### src/pps_pkg.sv
// constants and carrier types shared by the pulse, phase-compensation and sign register bank
package pps_pkg;

    // ***************************************************************
    // register indices; byte address on apb is four times the index
    // ***************************************************************
    localparam logic [15:0] IDX_CFG       = 16'he610;
    localparam logic [15:0] IDX_COMP_A    = 16'he614;
    localparam logic [15:0] IDX_COMP_B    = 16'he615;
    localparam logic [15:0] IDX_COMP_C    = 16'he616;
    localparam logic [15:0] IDX_SIGN      = 16'he617;
    localparam logic [15:0] IDX_IRQ_STAT  = 16'he618;
    localparam logic [15:0] IDX_IRQ_MASK  = 16'he619;
    localparam int          ADDR_W        = 18;

    // ***************************************************************
    // field positions and reset values
    // ***************************************************************
    localparam logic [15:0] CFG_RESET     = 16'h0e88;
    localparam int          CFG_SEL_LSB   = 0;
    localparam int          CFG_SEL_W     = 3;
    localparam int          CFG_OFF_LSB   = 9;
    localparam int          CFG_SNAP_LSB  = 12;
    localparam int          COMP_W        = 10;
    localparam int          SIGN_W        = 9;
    localparam int          SIGN_ACT_LSB  = 0;
    localparam int          SIGN_SUM1     = 3;
    localparam int          SIGN_REA_LSB  = 4;
    localparam int          SIGN_SUM2     = 7;
    localparam int          IRQ_W         = 12;
    localparam int          IRQ_SNAP_LSB  = 9;

    // ***************************************************************
    // phase-compensation alias ranges
    // ***************************************************************
    localparam logic [9:0]  COMP_LEAD_MAX = 10'h17f;
    localparam logic [9:0]  COMP_LAG_MIN  = 10'h200;
    localparam logic [9:0]  COMP_LAG_MAX  = 10'h23f;
    localparam logic [9:0]  COMP_ALIAS1   = 10'h080;
    localparam logic [9:0]  COMP_BASE2    = 10'h180;

    // ***************************************************************
    // power source select codes and carriers
    // ***************************************************************
    localparam logic [2:0]  SRC_TOT_ACT   = 3'h0;
    localparam logic [2:0]  SRC_TOT_REA   = 3'h1;
    localparam logic [2:0]  SRC_APPARENT  = 3'h2;
    localparam logic [2:0]  SRC_FUN_ACT   = 3'h3;
    localparam logic [2:0]  SRC_FUN_REA   = 3'h4;
    localparam int          PWR_W         = 24;

    typedef struct packed {
        logic signed [23:0] total_active;
        logic signed [23:0] total_reactive;
        logic signed [23:0] apparent;
        logic signed [23:0] fund_active;
        logic signed [23:0] fund_reactive;
    } pps_phase_pwr_s;

    typedef struct packed {
        logic [15:0]       cfg;
        logic [2:0][9:0]   comp;
        logic [8:0]        sign;
        logic [11:0]       irq_stat;
        logic [11:0]       irq_mask;
        logic [31:0]       prdata;
        logic              pslverr;
        logic [2:0]        pulse;
        logic [2:0]        snap;
    } pps_state_s;

endpackage

### src/pps_regs.sv
// register bank for pulse output control, phase compensation and power sign status
//
// Our own choice: the APB interface to the registers.
`timescale 1ns/1ps
`default_nettype none

// What this block does
// - bit 10 set (reset 1) holds pulse output two inactive; converter keeps running
// - bit 11 set (reset 1) holds pulse output three inactive; converter keeps running
// - bit 12 set captures energy registers on each pulse-one converter pulse
// - bit 13 set captures energy registers on each pulse-two converter pulse
// - bit 14 set captures energy registers on each pulse-three converter pulse
// - config bit 15 has no effect and resets to zero
// - values 384 to 511 act like 256 to 383
// - values 576 to 1023 act like 384 to 511
// - compensation registers reset to zero; bits 15 to 10 reserved
// - sign bits 0..2 show negative selected active power per phase
// - sign bit 3 shows negative sum in pulse datapath one
// - sign bits 4..6 show negative selected reactive power per phase
// - without reactive measurement, reactive sign bits read zero
// - bit 9 set (reset 1) holds pulse output one inactive; converter keeps running
// - sign bit 7 shows negative sum in pulse datapath two
// - sign bit 8 shows negative sum in datapath three; bits 15..9 read zero
module pps_regs
    import pps_pkg::*;
#(
    parameter bit HAS_REACTIVE = 1'b1
) (
    // clock and reset
    input  wire logic                  clk,
    input  wire logic                  reset,
    // apb slave
    input  wire logic                  psel,
    input  wire logic                  penable,
    input  wire logic                  pwrite,
    input  wire logic [ADDR_W-1:0]     paddr,
    input  wire logic [31:0]           pwdata,
    input  wire logic [3:0]            pstrb,
    output logic                       pready,
    output logic [31:0]                prdata,
    output logic                       pslverr,
    // power datapath
    input  wire pps_phase_pwr_s [2:0]  phase_pwr,
    input  wire logic [8:0]            path_phase_sel,
    input  wire logic                  active_sign_source_sel,
    input  wire logic                  reactive_sign_source_sel,
    input  wire logic [2:0]            conv_pulse,
    // pulse outputs and energy snapshots
    output logic [2:0]                 pulse_out,
    output logic [2:0]                 snapshot_strobe,
    output logic [2:0][9:0]            phase_comp_value,
    // interrupt
    output logic                       irq
);

    // ***************************************************************
    // state
    // ***************************************************************
    pps_state_s st_reg;
    pps_state_s st_next;

    logic [2:0]        path_neg;
    logic [2:0]        act_neg;
    logic [2:0]        rea_neg;
    logic [8:0]        sign_now;
    logic [15:0]       idx;
    logic              setup;
    logic              access;
    logic              wr_ok;
    logic              rd_stat;
    logic              hit;
    logic              ro_hit;
    logic [15:0]       rd_word;
    logic [IRQ_W-1:0]  irq_set;

    // ***************************************************************
    // sign sources
    // ***************************************************************
    genvar p;
    generate
        for (p = 0; p < 3; p++) begin : g_phase
            // per-phase sign of the selected active and reactive power
            assign act_neg[p] = active_sign_source_sel ? phase_pwr[p].fund_active[PWR_W-1]
                                                       : phase_pwr[p].total_active[PWR_W-1];
            assign rea_neg[p] = HAS_REACTIVE && (reactive_sign_source_sel
                                ? phase_pwr[p].fund_reactive[PWR_W-1]
                                : phase_pwr[p].total_reactive[PWR_W-1]);
        end
        for (p = 0; p < 3; p++) begin : g_path
            logic [2:0]        src;
            logic signed [25:0] sum;
            // sum of the selected phases for the datapath's power type
            always_comb begin
                sum = '0;
                src = st_reg.cfg[CFG_SEL_LSB + p*CFG_SEL_W +: CFG_SEL_W];
                for (int q = 0; q < 3; q++) begin
                    if (path_phase_sel[p*3 + q]) begin
                        case (src)
                            SRC_TOT_ACT:  sum = sum + 26'(phase_pwr[q].total_active);
                            SRC_TOT_REA:  sum = sum + 26'(phase_pwr[q].total_reactive);
                            SRC_APPARENT: sum = sum + 26'(phase_pwr[q].apparent);
                            SRC_FUN_ACT:  sum = sum + 26'(phase_pwr[q].fund_active);
                            SRC_FUN_REA:  sum = sum + 26'(phase_pwr[q].fund_reactive);
                            default:      sum = sum;
                        endcase
                    end
                end
            end
            assign path_neg[p] = sum[25];
        end
        for (p = 0; p < 3; p++) begin : g_comp
            logic [9:0] v;
            // alias the reserved compensation ranges onto working ones
            always_comb begin
                v = st_reg.comp[p];
                if (v > COMP_LEAD_MAX && v < COMP_LAG_MIN) begin
                    phase_comp_value[p] = v - COMP_ALIAS1;
                end else if (v > COMP_LAG_MAX) begin
                    phase_comp_value[p] = COMP_BASE2 + {3'h0, 7'(v - COMP_LAG_MAX - 10'h001)};
                end else begin
                    phase_comp_value[p] = v;
                end
            end
        end
    endgenerate

    assign sign_now = {path_neg[2], path_neg[1], rea_neg, path_neg[0], act_neg};

    // ***************************************************************
    // apb decode
    // ***************************************************************
    assign idx    = paddr[ADDR_W-1:2];
    assign setup  = psel && !penable;
    assign access = psel && penable;
    assign pready = access; // every access completes in one cycle

    // address decoding and read mux
    always_comb begin
        hit     = 1'b1;
        ro_hit  = 1'b0;
        rd_word = 16'h0000;
        if (idx == IDX_CFG) begin
            rd_word = st_reg.cfg;
        end else if (idx == IDX_COMP_A) begin
            rd_word = {6'h00, st_reg.comp[0]};
        end else if (idx == IDX_COMP_B) begin
            rd_word = {6'h00, st_reg.comp[1]};
        end else if (idx == IDX_COMP_C) begin
            rd_word = {6'h00, st_reg.comp[2]};
        end else if (idx == IDX_SIGN) begin
            rd_word = {7'h00, st_reg.sign};
            ro_hit  = 1'b1;
        end else if (idx == IDX_IRQ_STAT) begin
            rd_word = {4'h0, st_reg.irq_stat};
        end else if (idx == IDX_IRQ_MASK) begin
            rd_word = {4'h0, st_reg.irq_mask};
        end else begin
            hit = 1'b0;
        end
    end

    assign wr_ok   = access && pwrite && !st_reg.pslverr;
    assign rd_stat = access && !pwrite && idx == IDX_IRQ_STAT;
    assign irq_set = {st_reg.snap, st_reg.sign ^ sign_now};

    // byte-lane merge of a 16-bit register
    function automatic logic [15:0] lane_merge(input logic [15:0] old, input logic [31:0] d,
                                              input logic [3:0] s);
        lane_merge = {s[1] ? d[15:8] : old[15:8], s[0] ? d[7:0] : old[7:0]};
    endfunction

    // ***************************************************************
    // next state
    // ***************************************************************
    always_comb begin
        st_next = st_reg;
        // answer is prepared in the setup cycle and held through access
        if (setup) begin
            st_next.prdata  = {16'h0000, rd_word};
            st_next.pslverr = !hit || (pwrite && ro_hit);
        end
        if (wr_ok) begin
            if (idx == IDX_CFG) begin
                st_next.cfg = lane_merge(st_reg.cfg, pwdata, pstrb);
            end else if (idx == IDX_COMP_A) begin
                st_next.comp[0] = 10'(lane_merge({6'h00, st_reg.comp[0]}, pwdata, pstrb));
            end else if (idx == IDX_COMP_B) begin
                st_next.comp[1] = 10'(lane_merge({6'h00, st_reg.comp[1]}, pwdata, pstrb));
            end else if (idx == IDX_COMP_C) begin
                st_next.comp[2] = 10'(lane_merge({6'h00, st_reg.comp[2]}, pwdata, pstrb));
            end else if (idx == IDX_IRQ_MASK) begin
                st_next.irq_mask = 12'(lane_merge({4'h0, st_reg.irq_mask}, pwdata, pstrb));
            end
        end
        // sign status follows the datapath
        st_next.sign = sign_now;
        // converters keep running; only the pin is gated
        st_next.pulse = conv_pulse & ~st_reg.cfg[CFG_OFF_LSB +: 3];
        st_next.snap  = conv_pulse & st_reg.cfg[CFG_SNAP_LSB +: 3];
        // read clears, a new event in the same cycle wins
        st_next.irq_stat = (st_reg.irq_stat & ~{IRQ_W{rd_stat}}) | irq_set;
    end

    // state register
    always_ff @(posedge clk or posedge reset) begin
        if (reset) begin
            st_reg          <= '0;
            st_reg.cfg      <= CFG_RESET;
        end else begin
            st_reg          <= st_next;
        end
    end

    // ***************************************************************
    // outputs
    // ***************************************************************
    assign prdata          = st_reg.prdata;
    assign pslverr         = st_reg.pslverr && access;
    assign pulse_out       = st_reg.pulse;
    assign snapshot_strobe = st_reg.snap;
    assign irq             = |(st_reg.irq_stat & st_reg.irq_mask);
endmodule

`default_nettype wire

### config.mk
export PLATFORM = sky130hd
export DESIGN_NAME = pps_regs
export DESIGN_NICKNAME = d
export VERILOG_FILES = /design/src/pps_pkg.sv /design/src/pps_regs.sv
export SDC_FILE = /design/constraint.sdc
export NUM_CORES = 1
export LEC_CHECK = 0
export ABC_AREA = 0
export BUFFER_PORTS_ARGS = -buffer_cell sky130_fd_sc_hd__clkbuf_2
export CAP_MARGIN = 25
export CELL_PAD_IN_SITES_DETAIL_PLACEMENT = 2
export CELL_PAD_IN_SITES_GLOBAL_PLACEMENT = 2
export CORE_ASPECT_RATIO = 1.25
export CORE_MARGIN = 4
export CORE_UTILIZATION = 32
export CTS_BUF_LIST = sky130_fd_sc_hd__clkbuf_8
export DETAILED_ROUTE_END_ITERATION = 10
export PLACE_DENSITY_LB_ADDON = 0.15
export SLEW_MARGIN = 20
export SYNTH_ARGS = -nofsm -noshare
export SYNTH_HDL_FRONTEND = slang
export SYNTH_SLANG_ARGS = --single-unit
### constraint.sdc
create_clock -name clk -period 7.4 [get_ports clk]
set_clock_uncertainty 0.1 [all_clocks]
set_input_delay 1.48 -clock clk [delete_from_list [all_inputs] [get_ports clk]]
set_output_delay 1.48 -clock clk [all_outputs]
set_load 0.05 [all_outputs]
==> impl_metrics.yaml <==
clock_tree:
  cts_root_buffer: "clkbuf_8"
  htreeDepth: 3
  cts_setup_buffers: 0
  hold_buffers: 0
  cts_tree: "done"
  clock_path_buffers: 2
  clk_pin_slew_worst_paths_ns: 0.10
  numClockSinks: 102
  cts_buffers: 9
  worstSkewPairLatency_ns: 0.41
yosys:
  synth_area_um2: 18700
  ys_types: 80
  ys_async_sr_fraction_pct: 100
  ys.flop_type: "dfrtp_1"
  seq_area_frac_synth_pct: 13.7
  synth_commonest_cells: "a21oi_1 (260), mux2i_1 (211), nor2_1 (199)"
  postSynthCellCount: 2301
  synth-seq-cells: 102
  synth_edf_count: 0
  netlist_top_cells_area: "dfrtp_1 (13%), mux2i_1 (11%), ha_1 (9.9%), mux4_2 (9.2%), a21oi_1 (7.0%)"
  yosysTopAreaCell: "dfrtp_1"
  ys_warn_count: 0
  synth.most_common_cell: "a21oi_1"
  post_synth.cell_area_avg_um2: 8.11
  yosys.area.top_type_share_pct: 13.0
finish:
  multi_input_area_um2: 15100
  post_layout_nonfiller_instances: 3459
  syn2layout_area_growth_pct: 19.4
  drive_gt1_share_pct: 29.1
  largest_reg_flops: 41
  final_nets: 3282
  post-route-util_pct: 38.7
  fillers: 6674
  seq_area_um2: 2570
setup_path:
  crit_family: "compound AO/OA/AOI/OAI gates"
  cp_max_fo: 25
  critical_path_class: "flop to flop"
  arrival_ns: 7.26
  required_ns: 7.63
  crit_path_end_kind: "flop"
  crit_path_frequent_cell: "a21oi_1"
  max_stage_delay_ns: 0.64
  crit_buf_inv: 2
  worstSetupStartpointType: "flop"
  slowest_stage: "dfrtp_2"
detailed_routing:
  drc: 0
  vias: 21714
  avgRoutedWirePerCell_um: 33.1
  firstDrtPassIters: 5
  routed_wl_mm: 115
  vias_per_cell: 6.28
  antenna_left: 0
  drt_iter0_drc: 1450
global_routing:
  first_global_vias: 23533
  met1_usage_pct: 41.5
  grt.overflow.total: 0
  grt_pass1_wl_mm: 165
  grt.met2_usage_pct: 62.6
  antenna_found_initial: 6
  grt-busiest-layer: "met2"
  use_met3_pct: 3.80
  grt_max_degree: 73
  grt_usage_pct: 35.3
sta:
  setup_viol: 0
  slew_violations: 0
  fin_crit_sh_pct: 95.0
  layout_setup_ws_ns: 0.373
  whs_ns: 0.385
  relSlewSlack_pct: 21.4
  worstMarginPinSlew_ns: 1.17
  hold_viol: 0
  min_period_ns: 7.03
  max_freq_mhz: 142
  rsz0062_at_grt: "no"
outcome:
  status: "finished, final reports clean"
floorplanning:
  die_w_um: 224
  die-area_um2: 62200
  ios: 504
  coreArea_um2: 57500
  rows: 98
  die_height_um: 278
  initial_core_util_pct: 32.4
placement:
  gp_congestion: 0.990
  hpwl_mm: 94.9
  place_worst_setup_slack_ns: -0.0398
  dp.cells: 3437
  port_buffers: 467
power:
  leakagePower_nw: 10.3
  pwr_density_cell_nw_per_um2: 90.5
  irDropWorstVdd_v: 0.000114
flow_run:
  drv_cap: 0
min_path:
  hold_path.class: "flop to flop"
==> power breakdown <==
group | switching (W) | internal [W] | leakage [nW]
clock network | 0.000208 | 0.000141 | 0.0972
registers | 0.00000849 | 0.000565 | 1.30
logic | 0.000652 | 0.000441 | 8.94
==> metrics by stage <==
step | TNS (ns) | area (um2) | power (W)
floorplan | 0 | 18700 | 0.00118
global placement | 0 | 22000 | 0.00161
detailed placement | -0.0398 | 22000 | 0.00166
CTS | 0 | 22200 | 0.00201
global route | 0 | 22300 | 0.00214
finish | 0 | 22300 | 0.00202
==> repair_timing <==
action / in CTS / in global routing
resized for setup: 0 / 3
endpoints found under the hold margin: 0 / 0
endpoints found under the setup margin: 0 / 2
==> path summary, 6_finish.rpt <==
| kind | slack, ns | startpoint | end | cells after the start |
|---|---|---|---|---|
| hold / removal | 0.38 | snapshot_strobe[0]$_DFF_PP0_ | st_reg[60]$_DFF_PP0_ | 1 |
| setup reg to reg | 0.37 | g_path[1].src[1]$_DFFE_PP0P_ | st_reg[58]$_DFF_PP0_ | 25 |
| hold reg to reg | 0.38 | snapshot_strobe[0]$_DFF_PP0_ | st_reg[60]$_DFF_PP0_ | 1 |
| min in group asynchronous | 0.96 | reset | st_reg[40]$_DFFE_PP0P_ | 2 |
| setup / recovery | 0.37 | g_path[1].src[1]$_DFFE_PP0P_ | st_reg[58]$_DFF_PP0_ | 25 |
| max in group asynchronous | 4.87 | reset | g_path[0].src[2]$_DFFE_PP0P_ | 3 |
==> layer usage <==
| layer | wire length (um) | vias up | share of wire, % |
|---|---|---|---|
| met1 | 44600 | 11162 | 39 |
| met4 | 7530 | 4 | 6.6 |
| met3 | 5530 | 198 | 4.8 |
| met2 | 56900 | 792 | 50 |
| met5 | 28 | - | 0.024 |
| li1 | - | 9558 | - |
==> layout make-up <==
cell class                 count  area share, %
antenna                        5         0.0562
clock buffer                  11          0.680
clock inverter                 5          0.152
inverter                      36          0.618
multi-input combinational   1964           67.6
sequential                   102           11.6
tap                          750           4.21
timing repair buffer         586           15.1
==> logic make-up (layout without fill, tap and decap cells) <==
| family | Yosys count | in the layout | synth area share (%) |
|---|---|---|---|
| multiplexers | 351 | 351 | 24.4 |
| other | 1 | 21 | 0.0201 |
| buffers and inverters | 250 | 638 | 6.21 |
| flip-flops | 102 | 102 | 13.7 |
| AND/OR/NAND/NOR | 593 | 593 | 14.6 |
| AO/OA/AOI/OAI | 786 | 786 | 27.7 |
| adder cells (fa/ha/maj) | 150 | 150 | 10.2 |
| XOR/XNOR | 68 | 68 | 3.19 |
==> placed cells by master, fill, tap and decap left out, drive strengths merged, types with 9 or more instances in the layout <==
| cell type | instances |
|---|---|
| nand3 | 81 |
| and3 | 17 |
| xor2 | 22 |
| a22oi | 141 |
| o21a | 9 |
| nor3 | 28 |
| mux4 | 76 |
| nand2 | 174 |
| o2bb2ai | 22 |
| clkbuf | 478 |
| a21boi | 9 |
| nand4 | 19 |
| a31oi | 12 |
| a22o | 37 |
| xnor2 | 46 |
| o211ai | 9 |
| o21bai | 11 |
| a21oi | 260 |
| dfrtp | 97 |
| a221oi | 15 |
| and2 | 11 |
| o22ai | 26 |
| o21ai | 104 |
| mux2 | 64 |
| ha | 147 |
| nor3b | 11 |
| nand2b | 9 |
| a221o | 28 |
| nor2 | 199 |
| conb | 16 |
| buf | 119 |
| nor2b | 13 |
| mux2i | 211 |
| inv | 37 |
| a21o | 53 |
Note: power is estimated with default switching activity, not from simulation.
